[config.mk]
export PLATFORM = sky130hd
export DESIGN_NAME = roc_top
export DESIGN_NICKNAME = d
export VERILOG_FILES = /design/src/pkg/roc_pkg.sv /design/src/logic/roc_hold_timer.sv /design/src/logic/roc_top.sv
export VERILOG_INCLUDE_DIRS = /design/src /design/src/pkg
export SDC_FILE = /design/constraint.sdc
export NUM_CORES = 1
export LEC_CHECK = 0
export BUFFER_PORTS_ARGS = -buffer_cell sky130_fd_sc_hd__buf_2
export CAP_MARGIN = 20
export CORE_ASPECT_RATIO = 2
export CORE_MARGIN = 8
export CORE_UTILIZATION = 56
export DETAILED_ROUTE_END_ITERATION = 6
export MAX_ROUTING_LAYER = met4
export PLACE_DENSITY = 0.8
export SETUP_SLACK_MARGIN = 0.02
export SLEW_MARGIN = 15
export SYNTH_ARGS = -nofsm -noshare
export SYNTH_HDL_FRONTEND = slang
export SYNTH_SLANG_ARGS = --single-unit
[constraint.sdc]
create_clock -name i_clock -period 3.1 [get_ports i_clock]
set_input_delay 0.465 -clock i_clock [delete_from_list [all_inputs] [get_ports i_clock]]
set_output_delay 0.465 -clock i_clock [all_outputs]
set_load 0.005 [all_outputs]
[src/pkg/roc_params.svh]
// Constants for the relay output override control block.
// Assumes a 10 MHz system clock and a 32-bit AXI4-Lite register port.
`ifndef ROC_PARAMS_SVH
`define ROC_PARAMS_SVH

`define ROC_NUM_RELAYS     6
`define ROC_NUM_INPUTS     7
`define ROC_HOLD_W         15
`define ROC_TICK_CNT_W     17
`define ROC_CLK_HZ         10000000
`define ROC_TICK_MS        10
`define ROC_TICK_CYCLES    ((`ROC_CLK_HZ / 1000) * `ROC_TICK_MS)
// Hold times in hundredths of a second, as set: 300.00 s and 0.03 s
`define ROC_HOLD_MAX_CS    30000
`define ROC_HOLD_DEF_CS    3
`define ROC_HOLD_MAX_TICKS (`ROC_HOLD_MAX_CS * 10 / `ROC_TICK_MS)
`define ROC_HOLD_DEF_TICKS (`ROC_HOLD_DEF_CS * 10 / `ROC_TICK_MS)

`define ROC_ADDR_W         8
`define ROC_OFS_CTRL       8'h00
`define ROC_OFS_DIS_TIME   8'h04
`define ROC_OFS_FRC_TIME   8'h08
`define ROC_OFS_FRC_SEL    8'h0c
`define ROC_OFS_STATUS     8'h10
`define ROC_OFS_INV_BASE   8'h20

`define ROC_CTRL_DIS_EN    0
`define ROC_CTRL_DIS_MODE  1
`define ROC_CTRL_FRC_MODE  2
`define ROC_ST_DISARMED    0
`define ROC_ST_FORCING     1
`define ROC_ST_DIS_REQ     2
`define ROC_ST_RELAY_LSB   8
`define ROC_ST_SUPERV      15

`define ROC_RESP_OKAY      2'b00
`define ROC_RESP_SLVERR    2'b10

`endif

[src/pkg/roc_pkg.sv]
// Types for the relay output override control block.
// Assumes roc_params.svh is on the include path.
`include "roc_params.svh"

package roc_pkg;

	typedef enum logic [1:0] {
		ROC_FORCE_NORMAL = 2'b00,
		ROC_FORCE_ON     = 2'b01,
		ROC_FORCE_OFF    = 2'b10
	} roc_force_e_t;

	typedef enum logic {
		ROC_MODE_PERMANENT = 1'b0,
		ROC_MODE_TIMED     = 1'b1
	} roc_mode_t;

	typedef struct packed {
		logic        awvalid;
		logic [31:0] awaddr;
		logic [2:0]  awprot;
		logic        wvalid;
		logic [31:0] wdata;
		logic [3:0]  wstrb;
		logic        bready;
		logic        arvalid;
		logic [31:0] araddr;
		logic [2:0]  arprot;
		logic        rready;
	} roc_axil_req_t;

	typedef struct packed {
		logic        awready;
		logic        wready;
		logic        bvalid;
		logic [1:0]  bresp;
		logic        arready;
		logic        rvalid;
		logic [31:0] rdata;
		logic [1:0]  rresp;
	} roc_axil_rsp_t;

	typedef logic [`ROC_NUM_RELAYS-1:0][`ROC_NUM_INPUTS-1:0] roc_assign_t;

	typedef struct packed {
		logic                  run;
		logic                  expired;
		logic [`ROC_HOLD_W-1:0] cnt;
	} roc_timer_state_t;

	typedef struct packed {
		logic [`ROC_TICK_CNT_W-1:0]         tick_cnt;
		logic                               tick;
		logic                               aw_full;
		logic [`ROC_ADDR_W-1:0]             aw_addr;
		logic                               w_full;
		logic [31:0]                        w_data;
		logic [3:0]                         w_strb;
		roc_axil_rsp_t                      rsp;
		logic                               dis_en;
		roc_mode_t                          dis_mode;
		roc_mode_t                          frc_mode;
		logic [`ROC_HOLD_W-1:0]             dis_time;
		logic [`ROC_HOLD_W-1:0]             frc_time;
		logic [`ROC_NUM_RELAYS-1:0][1:0]    frc_sel;
		roc_assign_t                        invert;
		logic                               dis_req;
		logic                               dis_req_q;
		logic                               frc_start;
		logic [`ROC_NUM_RELAYS-1:0]         relay;
		logic                               superv;
	} roc_top_state_t;

endpackage : roc_pkg

[src/logic/roc_hold_timer.sv]
// Hold timer counted in 10 ms ticks, restartable.
// Assumes i_tick is a one-cycle enable from the tick divider.
`include "roc_params.svh"
module roc_hold_timer
	import roc_pkg::*;
(
	input  wire logic                   i_clock,
	input  wire logic                   i_rst,
	input  wire logic                   i_start,
	input  wire logic                   i_tick,
	input  wire logic [`ROC_HOLD_W-1:0] i_preset,
	output logic                        o_running,
	output logic                        o_expired
);

	roc_timer_state_t s_reg;
	roc_timer_state_t s_next;

	always_comb begin
		s_next         = s_reg;
		s_next.expired = 1'b0;
		if (i_start) begin
			s_next.run = 1'b1;
			s_next.cnt = i_preset;
		end else if (i_tick && s_reg.run) begin
			// Preset of zero or one ends on the first tick
			if (s_reg.cnt <= `ROC_HOLD_W'(1)) begin
				s_next.run     = 1'b0;
				s_next.expired = 1'b1;
			end else begin
				s_next.cnt = s_reg.cnt - `ROC_HOLD_W'(1);
			end
		end
	end

	always_ff @(posedge i_clock) begin
		if (i_rst) begin
			s_reg <= '0;
		end else begin
			s_reg <= s_next;
		end
	end

	assign o_running = s_reg.run;
	assign o_expired = s_reg.expired;

endmodule : roc_hold_timer

[src/logic/roc_top.sv]
// Relay output override control for one output card slot.
// Assumes assigned signals, disarm command and supervision come from the same clock domain.
//
// How it works
// - Each assigned relay input has a polarity bit; set means use its complement.
// - Per-slot disarm enable bit, reset inactive, allows or blocks disarming.
// - Outputs are disarmed only when enable and the external disarm step both hold.
// - Disarm mode permanent or timed, reset permanent; permanent holds while condition holds.
// - The supervision contact output is never disarmed or forced.
// - Timed disarm re-arms after hold time, 0 to 300.00 s, default 0.03 s.
// - Forcing applies only while the slot is not disarmed.
// - Each relay is normal, forced energized, or forced de-energized.
// - Force mode permanent or timed, reset permanent.
// - Timed force ignores assigned signals for hold time, then returns to normal.
`include "roc_params.svh"
module roc_top
	import roc_pkg::*;
#(
	parameter int unsigned TICK_CYCLES = `ROC_TICK_CYCLES
)
(
	input  wire logic                       i_clock,
	input  wire logic                       i_rst,
	input  wire roc_axil_req_t              i_axi,
	output roc_axil_rsp_t                   o_axi,
	input  wire logic                       i_disarm_cmd,
	input  wire roc_assign_t                i_assigned,
	input  wire logic                       i_supervision,
	output logic [`ROC_NUM_RELAYS-1:0]      o_relay,
	output logic                            o_supervision
);

	roc_top_state_t s_reg;
	roc_top_state_t s_next;

	logic dis_run;
	logic dis_expired;
	logic frc_run;
	logic frc_expired;
	logic dis_start;
	logic disarmed;
	logic forcing;

	// Write data merged under byte strobes
	function automatic logic [31:0] roc_merge(
		input logic [31:0] old_val,
		input logic [31:0] new_val,
		input logic [3:0]  strb
	);
		logic [31:0] res;
		res = old_val;
		for (int b = 0; b < 4; b++) begin
			if (strb[b]) begin
				res[b*8 +: 8] = new_val[b*8 +: 8];
			end
		end
		return res;
	endfunction : roc_merge

	// Out-of-range hold times are clamped to the largest legal setting
	function automatic logic [`ROC_HOLD_W-1:0] roc_clamp(input logic [31:0] v);
		logic [31:0] lim;
		lim = 32'(`ROC_HOLD_MAX_TICKS);
		if (v > lim) begin
			return `ROC_HOLD_W'(lim);
		end
		return v[`ROC_HOLD_W-1:0];
	endfunction : roc_clamp

	function automatic logic roc_mapped(input logic [`ROC_ADDR_W-1:0] a);
		logic hit;
		hit = 1'b0;
		if (a[1:0] == 2'b00) begin
			if (a <= `ROC_OFS_STATUS) begin
				hit = 1'b1;
			end
			if (a >= `ROC_OFS_INV_BASE &&
			    a < `ROC_OFS_INV_BASE + `ROC_ADDR_W'(4 * `ROC_NUM_RELAYS)) begin
				hit = 1'b1;
			end
		end
		return hit;
	endfunction : roc_mapped

	function automatic logic [31:0] roc_read(
		input roc_top_state_t          st,
		input logic [`ROC_ADDR_W-1:0] a,
		input logic                    dis,
		input logic                    frc
	);
		logic [31:0] d;
		logic [`ROC_ADDR_W-1:0] rel;
		d   = 32'h0000_0000;
		rel = a - `ROC_OFS_INV_BASE;
		case (a)
			`ROC_OFS_CTRL: begin
				d[`ROC_CTRL_DIS_EN]   = st.dis_en;
				d[`ROC_CTRL_DIS_MODE] = st.dis_mode;
				d[`ROC_CTRL_FRC_MODE] = st.frc_mode;
			end
			`ROC_OFS_DIS_TIME: d[`ROC_HOLD_W-1:0] = st.dis_time;
			`ROC_OFS_FRC_TIME: d[`ROC_HOLD_W-1:0] = st.frc_time;
			`ROC_OFS_FRC_SEL:  d[2*`ROC_NUM_RELAYS-1:0] = st.frc_sel;
			`ROC_OFS_STATUS: begin
				d[`ROC_ST_DISARMED] = dis;
				d[`ROC_ST_FORCING]  = frc;
				d[`ROC_ST_DIS_REQ]  = st.dis_req;
				d[`ROC_ST_RELAY_LSB +: `ROC_NUM_RELAYS] = st.relay;
				d[`ROC_ST_SUPERV]   = st.superv;
			end
			default: begin
				if (roc_mapped(a) && a >= `ROC_OFS_INV_BASE) begin
					d[`ROC_NUM_INPUTS-1:0] = st.invert[rel[`ROC_ADDR_W-1:2]];
				end
			end
		endcase
		return d;
	endfunction : roc_read

	// Timed disarm starts when both disarm conditions first coincide
	assign dis_start = s_reg.dis_req & ~s_reg.dis_req_q;

	assign disarmed = s_reg.dis_req &
	                  ((s_reg.dis_mode == ROC_MODE_PERMANENT) | dis_run | dis_start);

	assign forcing = ~disarmed &
	                 ((s_reg.frc_mode == ROC_MODE_PERMANENT) | frc_run);

	always_comb begin
		logic                   aw_take;
		logic                   w_take;
		logic                   ar_take;
		logic [31:0]            wval;
		logic [`ROC_ADDR_W-1:0] rel;
		logic [`ROC_ADDR_W-1:0] ra;
		aw_take = 1'b0;
		w_take  = 1'b0;
		ar_take = 1'b0;
		wval    = 32'h0000_0000;
		rel     = '0;
		ra      = '0;
		s_next  = s_reg;

		// Free-running tick divider; the first tick of a hold may come early
		s_next.tick = 1'b0;
		if (s_reg.tick_cnt >= `ROC_TICK_CNT_W'(TICK_CYCLES - 1)) begin
			s_next.tick_cnt = '0;
			s_next.tick     = 1'b1;
		end else begin
			s_next.tick_cnt = s_reg.tick_cnt + `ROC_TICK_CNT_W'(1);
		end

		s_next.dis_req   = s_reg.dis_en & i_disarm_cmd;
		s_next.dis_req_q = s_reg.dis_req;
		s_next.frc_start = 1'b0;

		// Timed force ends by returning every relay to normal
		if (frc_expired && s_reg.frc_mode == ROC_MODE_TIMED) begin
			s_next.frc_sel = '0;
		end

		// Write address and data are taken independently
		aw_take = i_axi.awvalid & s_reg.rsp.awready;
		w_take  = i_axi.wvalid & s_reg.rsp.wready;
		if (aw_take) begin
			s_next.aw_full = 1'b1;
			s_next.aw_addr = i_axi.awaddr[`ROC_ADDR_W-1:0];
		end
		if (w_take) begin
			s_next.w_full = 1'b1;
			s_next.w_data = i_axi.wdata;
			s_next.w_strb = i_axi.wstrb;
		end
		if (s_reg.rsp.bvalid && i_axi.bready) begin
			s_next.rsp.bvalid = 1'b0;
		end

		if (s_reg.aw_full && s_reg.w_full && !s_reg.rsp.bvalid) begin
			s_next.aw_full    = 1'b0;
			s_next.w_full     = 1'b0;
			s_next.rsp.bvalid = 1'b1;
			s_next.rsp.bresp  = roc_mapped(s_reg.aw_addr) ? `ROC_RESP_OKAY : `ROC_RESP_SLVERR;
			rel = s_reg.aw_addr - `ROC_OFS_INV_BASE;
			case (s_reg.aw_addr)
				`ROC_OFS_CTRL: begin
					wval = roc_merge({29'h0000_0000, s_reg.frc_mode, s_reg.dis_mode,
					                  s_reg.dis_en}, s_reg.w_data, s_reg.w_strb);
					s_next.dis_en   = wval[`ROC_CTRL_DIS_EN];
					s_next.dis_mode = roc_mode_t'(wval[`ROC_CTRL_DIS_MODE]);
					s_next.frc_mode = roc_mode_t'(wval[`ROC_CTRL_FRC_MODE]);
				end
				`ROC_OFS_DIS_TIME: begin
					wval = roc_merge(32'(s_reg.dis_time), s_reg.w_data, s_reg.w_strb);
					s_next.dis_time = roc_clamp(wval);
				end
				`ROC_OFS_FRC_TIME: begin
					wval = roc_merge(32'(s_reg.frc_time), s_reg.w_data, s_reg.w_strb);
					s_next.frc_time = roc_clamp(wval);
				end
				`ROC_OFS_FRC_SEL: begin
					wval = roc_merge(32'(s_reg.frc_sel), s_reg.w_data, s_reg.w_strb);
					s_next.frc_sel   = wval[2*`ROC_NUM_RELAYS-1:0];
					s_next.frc_start = 1'b1;
				end
				default: begin
					if (roc_mapped(s_reg.aw_addr) && s_reg.aw_addr >= `ROC_OFS_INV_BASE) begin
						wval = roc_merge(32'(s_reg.invert[rel[`ROC_ADDR_W-1:2]]),
						                 s_reg.w_data, s_reg.w_strb);
						s_next.invert[rel[`ROC_ADDR_W-1:2]] = wval[`ROC_NUM_INPUTS-1:0];
					end
				end
			endcase
		end
		// One write in flight: channels reopen only after the response is taken
		s_next.rsp.awready = ~s_next.aw_full & ~s_next.rsp.bvalid;
		s_next.rsp.wready  = ~s_next.w_full & ~s_next.rsp.bvalid;

		// Read: answer one cycle after the address is taken
		ar_take = i_axi.arvalid & s_reg.rsp.arready;
		if (s_reg.rsp.rvalid && i_axi.rready) begin
			s_next.rsp.rvalid = 1'b0;
		end
		if (ar_take) begin
			ra = i_axi.araddr[`ROC_ADDR_W-1:0];
			s_next.rsp.rvalid = 1'b1;
			s_next.rsp.rdata  = roc_read(s_reg, ra, disarmed, forcing);
			s_next.rsp.rresp  = roc_mapped(ra) ? `ROC_RESP_OKAY : `ROC_RESP_SLVERR;
		end
		s_next.rsp.arready = ~s_next.rsp.rvalid;

		// Relay drive: disarm beats force, force beats assigned signals
		for (int k = 0; k < `ROC_NUM_RELAYS; k++) begin
			if (disarmed) begin
				s_next.relay[k] = 1'b0;
			end else if (forcing && s_reg.frc_sel[k] == ROC_FORCE_ON) begin
				s_next.relay[k] = 1'b1;
			end else if (forcing && s_reg.frc_sel[k] == ROC_FORCE_OFF) begin
				s_next.relay[k] = 1'b0;
			end else begin
				s_next.relay[k] = |(i_assigned[k] ^ s_reg.invert[k]);
			end
		end
		// Supervision contact bypasses disarm and force entirely
		s_next.superv = i_supervision;
	end

	always_ff @(posedge i_clock) begin
		if (i_rst) begin
			s_reg             <= '0;
			s_reg.dis_mode    <= ROC_MODE_PERMANENT;
			s_reg.frc_mode    <= ROC_MODE_PERMANENT;
			s_reg.dis_time    <= `ROC_HOLD_W'(`ROC_HOLD_DEF_TICKS);
			s_reg.frc_time    <= `ROC_HOLD_W'(`ROC_HOLD_DEF_TICKS);
			s_reg.rsp.awready <= 1'b1;
			s_reg.rsp.wready  <= 1'b1;
			s_reg.rsp.arready <= 1'b1;
		end else begin
			s_reg <= s_next;
		end
	end

	roc_hold_timer u_dis_timer (
		.i_clock   (i_clock),
		.i_rst     (i_rst),
		.i_start   (dis_start),
		.i_tick    (s_reg.tick),
		.i_preset  (s_reg.dis_time),
		.o_running (dis_run),
		.o_expired (dis_expired)
	);

	roc_hold_timer u_frc_timer (
		.i_clock   (i_clock),
		.i_rst     (i_rst),
		.i_start   (s_reg.frc_start),
		.i_tick    (s_reg.tick),
		.i_preset  (s_reg.frc_time),
		.o_running (frc_run),
		.o_expired (frc_expired)
	);

	assign o_axi         = s_reg.rsp;
	assign o_relay       = s_reg.relay;
	assign o_supervision = s_reg.superv;

endmodule : roc_top

Word level (Yosys, flattened, before mapping)
Index checks and enable logic that the tools add are counted.
Storage, ports and cells
  register bits: 219
  input bits: 157
  output and inout port bits: 48
Cells by class
  $add $sub $neg: 5
  magnitude comparators: 14
  equal/unequal tests: 23
  muxes and demuxes: 104
  bitwise operators: 29
  reduce and logical (&&, ||, !) cells: 54
Operators by type and width (number)
  8-bit two-way mux: 23
  15-bit two-way mux: 8
  42-bit two-way mux: 2
  32-bit by 15-bit greater-than comparator with 1-bit output (second input constant): 2
  7-bit two-way mux: 8
  54-bit two-way mux: 1
  7-bit binary-select mux with 3-bit select: 2
  42-bit bitwise mux: 1
  7-bit OR reduction: 6
  7-bit XOR: 6
  1-bit two-way mux: 39
  37-bit two-way mux: 1
  35-bit two-way mux: 1
  17-bit two-way mux: 2
  8-bit by 4-bit == test with 1-bit output (second input constant): 4
  4-bit case mux with 4 select lines: 2
  15-bit by 1-bit <= comparator with 1-bit output (second input constant): 2
  15-bit by 1-bit subtractor with 15-bit output (second input constant): 2
  1-bit logical AND: 24
  12-bit two-way mux: 2
  7-bit demux with 3-bit select: 1
  17-bit by 1-bit adder with 17-bit output (second input constant): 1
  17-bit >= comparator (second input constant): 1
  8-bit by 3-bit == test with 1-bit output (second input constant): 2
  32 further kinds: 86

Longest topological paths before layout
  word-level depth: 14
  mapped depth: 9
  depth with buffers taken out: 8

By module
From an unflattened synthesis, not the netlist that was laid out.
Second synthesis, totals
  cells, all modules: 1309
  area total of the unflattened synthesis: 11294.6 sq um
By module, submodules not included
  roc_top: instances 1, cells each 1047, area an instance 9125.0 sq um, seq. area each 3683.5 sq um
  roc_hold_timer: instances 2, cells each 131, area an instance 1084.8 sq um, seq. area each 340.3 sq um

Worst setup path after synthesis
Ideal clock, no wire load.
  path type: register -> register
  start: register u_dis_timer.s_reg[7] in the netlist's numbering
  end: register u_dis_timer.s_reg[11] in the netlist's numbering
  data arrival time: 2.170 ns
  required time: 2.966 ns
  setup slack: 0.796 ns
  stages on the path, launching flop included: 7
  period minus slack after synthesis: 2.304 ns
  cell sequence: dfxtp_1 or4_4 or4_4 o311a_4 or3_1 o21ai_2 a211oi_2
On the way
  cells in the longest elaborated chain, start to end: 4
RTL lines
  from (decl): line roc_hold_timer.sv:16  | roc_timer_state_t s_reg;
  from (signal assigned): line roc_hold_timer.sv:40  | s_reg <= s_next;
  15-bit by 1-bit subtractor with 15-bit output: line roc_hold_timer.sv:31  | s_next.cnt = s_reg.cnt - `ROC_HOLD_W'(1);
  15-bit two-way mux: line roc_hold_timer.sv:27  | if (s_reg.cnt <= `ROC_HOLD_W'(1)) begin
  17-bit two-way mux: line roc_hold_timer.sv:25  | end else if (i_tick && s_reg.run) begin
  15-bit two-way mux: line roc_hold_timer.sv:22  | if (i_start) begin
Several ways; a longest one is shown, not always the timed one. The select of a mux whose other input is x is not followed.
A chain may end at the register's enable or synchronous reset.

Worst setup path after layout
  start: register s_reg[138] in the netlist's numbering
  end: register s_reg[77] in the netlist's numbering
On the way
  cells in the longest elaborated chain, start to end: 8
RTL lines
  from (decl): line roc_top.sv:33  | roc_top_state_t s_reg;
  from (signal assigned): line roc_top.sv:258  | s_reg <= s_next;
  8-bit two-way mux: line roc_top.sv:53  | if (strb[b]) begin
  8-bit two-way mux: line roc_top.sv:184  | case (s_reg.aw_addr)
  8-bit two-way mux: line roc_top.sv:178  | if (s_reg.aw_full && s_reg.w_full && !s_reg.rsp.bvalid) begin
  32-bit by 15-bit greater-than comparator with 1-bit output: line roc_top.sv:64  | if (v > lim) begin
  1-bit two-way mux: line roc_top.sv:64
  1-bit two-way mux: line roc_top.sv:184
  1-bit two-way mux: line roc_top.sv:178
  15-bit two-way mux: line roc_top.sv:67  | return v[`ROC_HOLD_W-1:0];
No other way between the ends. The select of a mux whose other input is x is not followed.

==> metrics.csv <==
metric;value;unit
post-CTS sizing;0;
fmax;392;MHz
worst endpoint data arrival time;2.95;ns
DP HPWL;24900;µm
Layout Nets;1524;
Overflow after GRT;0;
Lkg Pwr;4.71;nW
layout cells sized above 1;16.8;%
Pwr Total;5.77;mW
final hold viol count;0;
Rel. slew slack;33.4;%
termination of the worst setup path;s_reg[77];
synth top area cells;dfxtp_1 (40%), nand2_1 (6.1%), a21oi_1 (5.5%);
drt via density;6.14;
CP Capture Type;register;
CTS Root Cell;clkbuf_16;
register share of total power;50.8;%
largest net degree at the start of global routing;61;
hold_buf cts;0;
max-cap viol count;0;
most frequent cells in the layout;dfxtp_1 (217), nand2_1 (176), buf_2 (131);
slew at the pin with the worst max-slew slack;0.998;ns
Crit-path slowest cell;nor3b_1;
Worst VDD drop;426;µV
status;finished clean;
NetSw;1.47;mW
Die Ht;213;µm
RR Startpoint;s_reg[138];
Switching Fraction;25.5;%
synthesized area per cell;8.47;µm²
Post-synth EDFFs;0;
CP max FO;11;
setup slack at placement;0.621;ns
startpoint types;register;
worst stage delay on the critical path;0.50;ns
area grow syn2layout;10.8;%
post-synthesis sequential area ratio;39.9;%
CTS max path bufs;3;
Power Density;477;nW/µm²
Tightest Hold Check Type;primary input to register;
RSZ-0062 raised after global routing;no;
detailed-route DRC error count;0;
WP data required;3.50;ns
crit-path cells;buf_4 -> nor3b_1 -> o221ai_1 -> a31oi_1 -> a22o_1 -> nand3_1 -> o221a_2;
DRC violation total after the first TritonRoute iteration;830;
postcts setup bufs;0;
#FFs+latches synth;217;
IO buf count;132;
Total Routing Usage GR;28.4;%
Initial Util;56.8;%
die area;24400;µm²
wire length per cell;20.6;µm
CTS tree;yes;
reg-to-reg critical path endpoint;s_reg[77];
crit path from;s_reg[138];
Core Rows;72;
total wire length;33700;µm
Async SR Flop Fraction;0;%
CTS H-tree lvls;1;
Fin Hold WS;0.176;ns
post-route minimum period;2.55;ns
Setup Viol. Count Final;0;
Setup CP Type;register to register;
vias in the first global route;10096;
WHS Path Cells;2;
r2r worst-path depth;7;
fin worst setup slack;0.549;ns
area share of the largest cell type after synthesis;39.9;%
CTS clk-pin slew, worst paths;0.07;ns
clock share of power;40.5;%
first-pass GRT wire length;52800;µm
combinational power share;8.7;%
period utilization;82.3;%
antenna violations before repair;0;
Ys Warns;0;
Routed Antenna Nets;0;
Clock Latency Late Sink;0.51;ns
Fin Setup TNS;0;ns
clk sink count;217;
top_reg_cell synth;dfxtp_1;
fin util;62.9;%
fin. max-slew vios;0;
DR pass1 iterations;6;
RePlAce Congestion;0.963;
Mapped Area;10900;µm²
core area;19200;µm²
DR vias;10028;
leading area contributor after synthesis;dfxtp_1;
synth unique cells;73;
# IOs;205;
most common cell after layout, fill and taps aside;dfxtp_1;
CTS Buf Count;20;
Filler Cell Count;1696;
Inserted Diodes;0;
die width;115;µm
Fin Clk Skew;0.0124;ns
Pint;4.30;mW
Mapped Cells;1287;
R2R setup slack;0.55;ns
-- per-stage QoR --
step	cell area [µm²]	std cells
finish	12100	1632
global route	12100	1632
CTS	12100	1632
detailed placement	11500	1598
global placement	11500	1598
floorplan	11000	1304
-- routing by layer --
| metal | part of all wire [%] | GRT usage (%) | up-vias | wire, µm |
|---|---|---|---|---|
| met4 | 7.6 | 19.9 | 0 | 2560 |
| li1 | - | - | 4695 | - |
| met2 | 54 | 51.6 | 419 | 18100 |
| met3 | 5.3 | 4.08 | 165 | 1780 |
| met5 | 0 | - | - | 0 |
| met1 | 33 | 26.8 | 4749 | 11300 |
-- cell families (layout without fill, tap and decap cells) --
kind of cell,count (synthesis),in the layout,share of synthesized area (%)
other,1,18,0.0344
multiplexers,62,62,7.51
flip-flops,217,217,39.9
adder cells (fa/ha/maj),6,6,0.689
AO/OA/AOI/OAI,313,313,19.2
XOR/XNOR,77,77,6.19
AND/OR/NAND/NOR,467,467,19.8
buffers and inverters,144,213,6.65
-- cell type report --
cell class                      count  area, µm²  share of cell area, %
Clock buffer                       26        543                   4.50
Clock inverter                      8       63.8                  0.528
Inverter                           28        105                  0.870
Multi-Input combinational cell    943       5890                   48.8
Sequential cell                   217       4340                   36.0
Tap cell                          259        324                   2.68
Timing Repair Buffer              151        806                   6.67
-- cell usage after synthesis (4+ instances only) --
cell,instances
a211oi_1,16
a21oi_1,119
a221o_1,4
a221oi_1,8
a22o_1,15
a22oi_1,26
a31oi_1,6
a32o_1,4
and2_1,6
and3_1,9
and3b_1,4
and4_1,5
buf_1,8
buf_2,6
buf_4,47
clkbuf_1,55
dfxtp_1,217
ha_1,6
inv_1,26
mux2_2,8
mux2i_1,39
mux4_2,15
nand2_1,176
nand2b_1,9
nand3_1,35
nand4_1,11
nor2_1,125
nor2b_1,7
nor3_1,24
nor3b_1,7
nor4_1,21
o211ai_1,4
o21ai_0,46
o221a_2,10
o221ai_1,5
o22ai_1,10
o32ai_1,5
or2_2,6
or4_1,8
xnor2_1,42
xor2_1,35
-- worst max-delay path, delay by kind of cell (launching register included) --
kind | cells | cell delay (ns)
AND/OR/NAND/NOR | 2 | 0.75
buffers and inverters | 1 | 0.18
flip-flops | 1 | 0.35
AO/OA/AOI/OAI | 4 | 1.17
-- power groups by stage --
stage	Sequential, mW	Combinational, mW	Clock, mW
final	2.93	0.500	2.34
after global routing	2.94	0.549	2.47
after CTS	2.93	0.494	2.36
after detailed placement	2.99	0.492	0
after global placement	2.99	0.483	0
after floorplan	2.96	0.359	0
-- worst min path at each step --
stage | to | slack (ns) | from
finish | o_supervision | 0.18 | i_supervision
global route | s_reg[169] | 0.19 | i_axi[69]
CTS | o_supervision | 0.17 | i_supervision
detailed placement | o_axi[17] | 0.45 | o_axi[17]
global placement | o_axi[17] | 0.44 | o_axi[17]
floorplan | s_reg[185] | 0.43 | s_reg[185]
(Power assumes the default switching activity.)
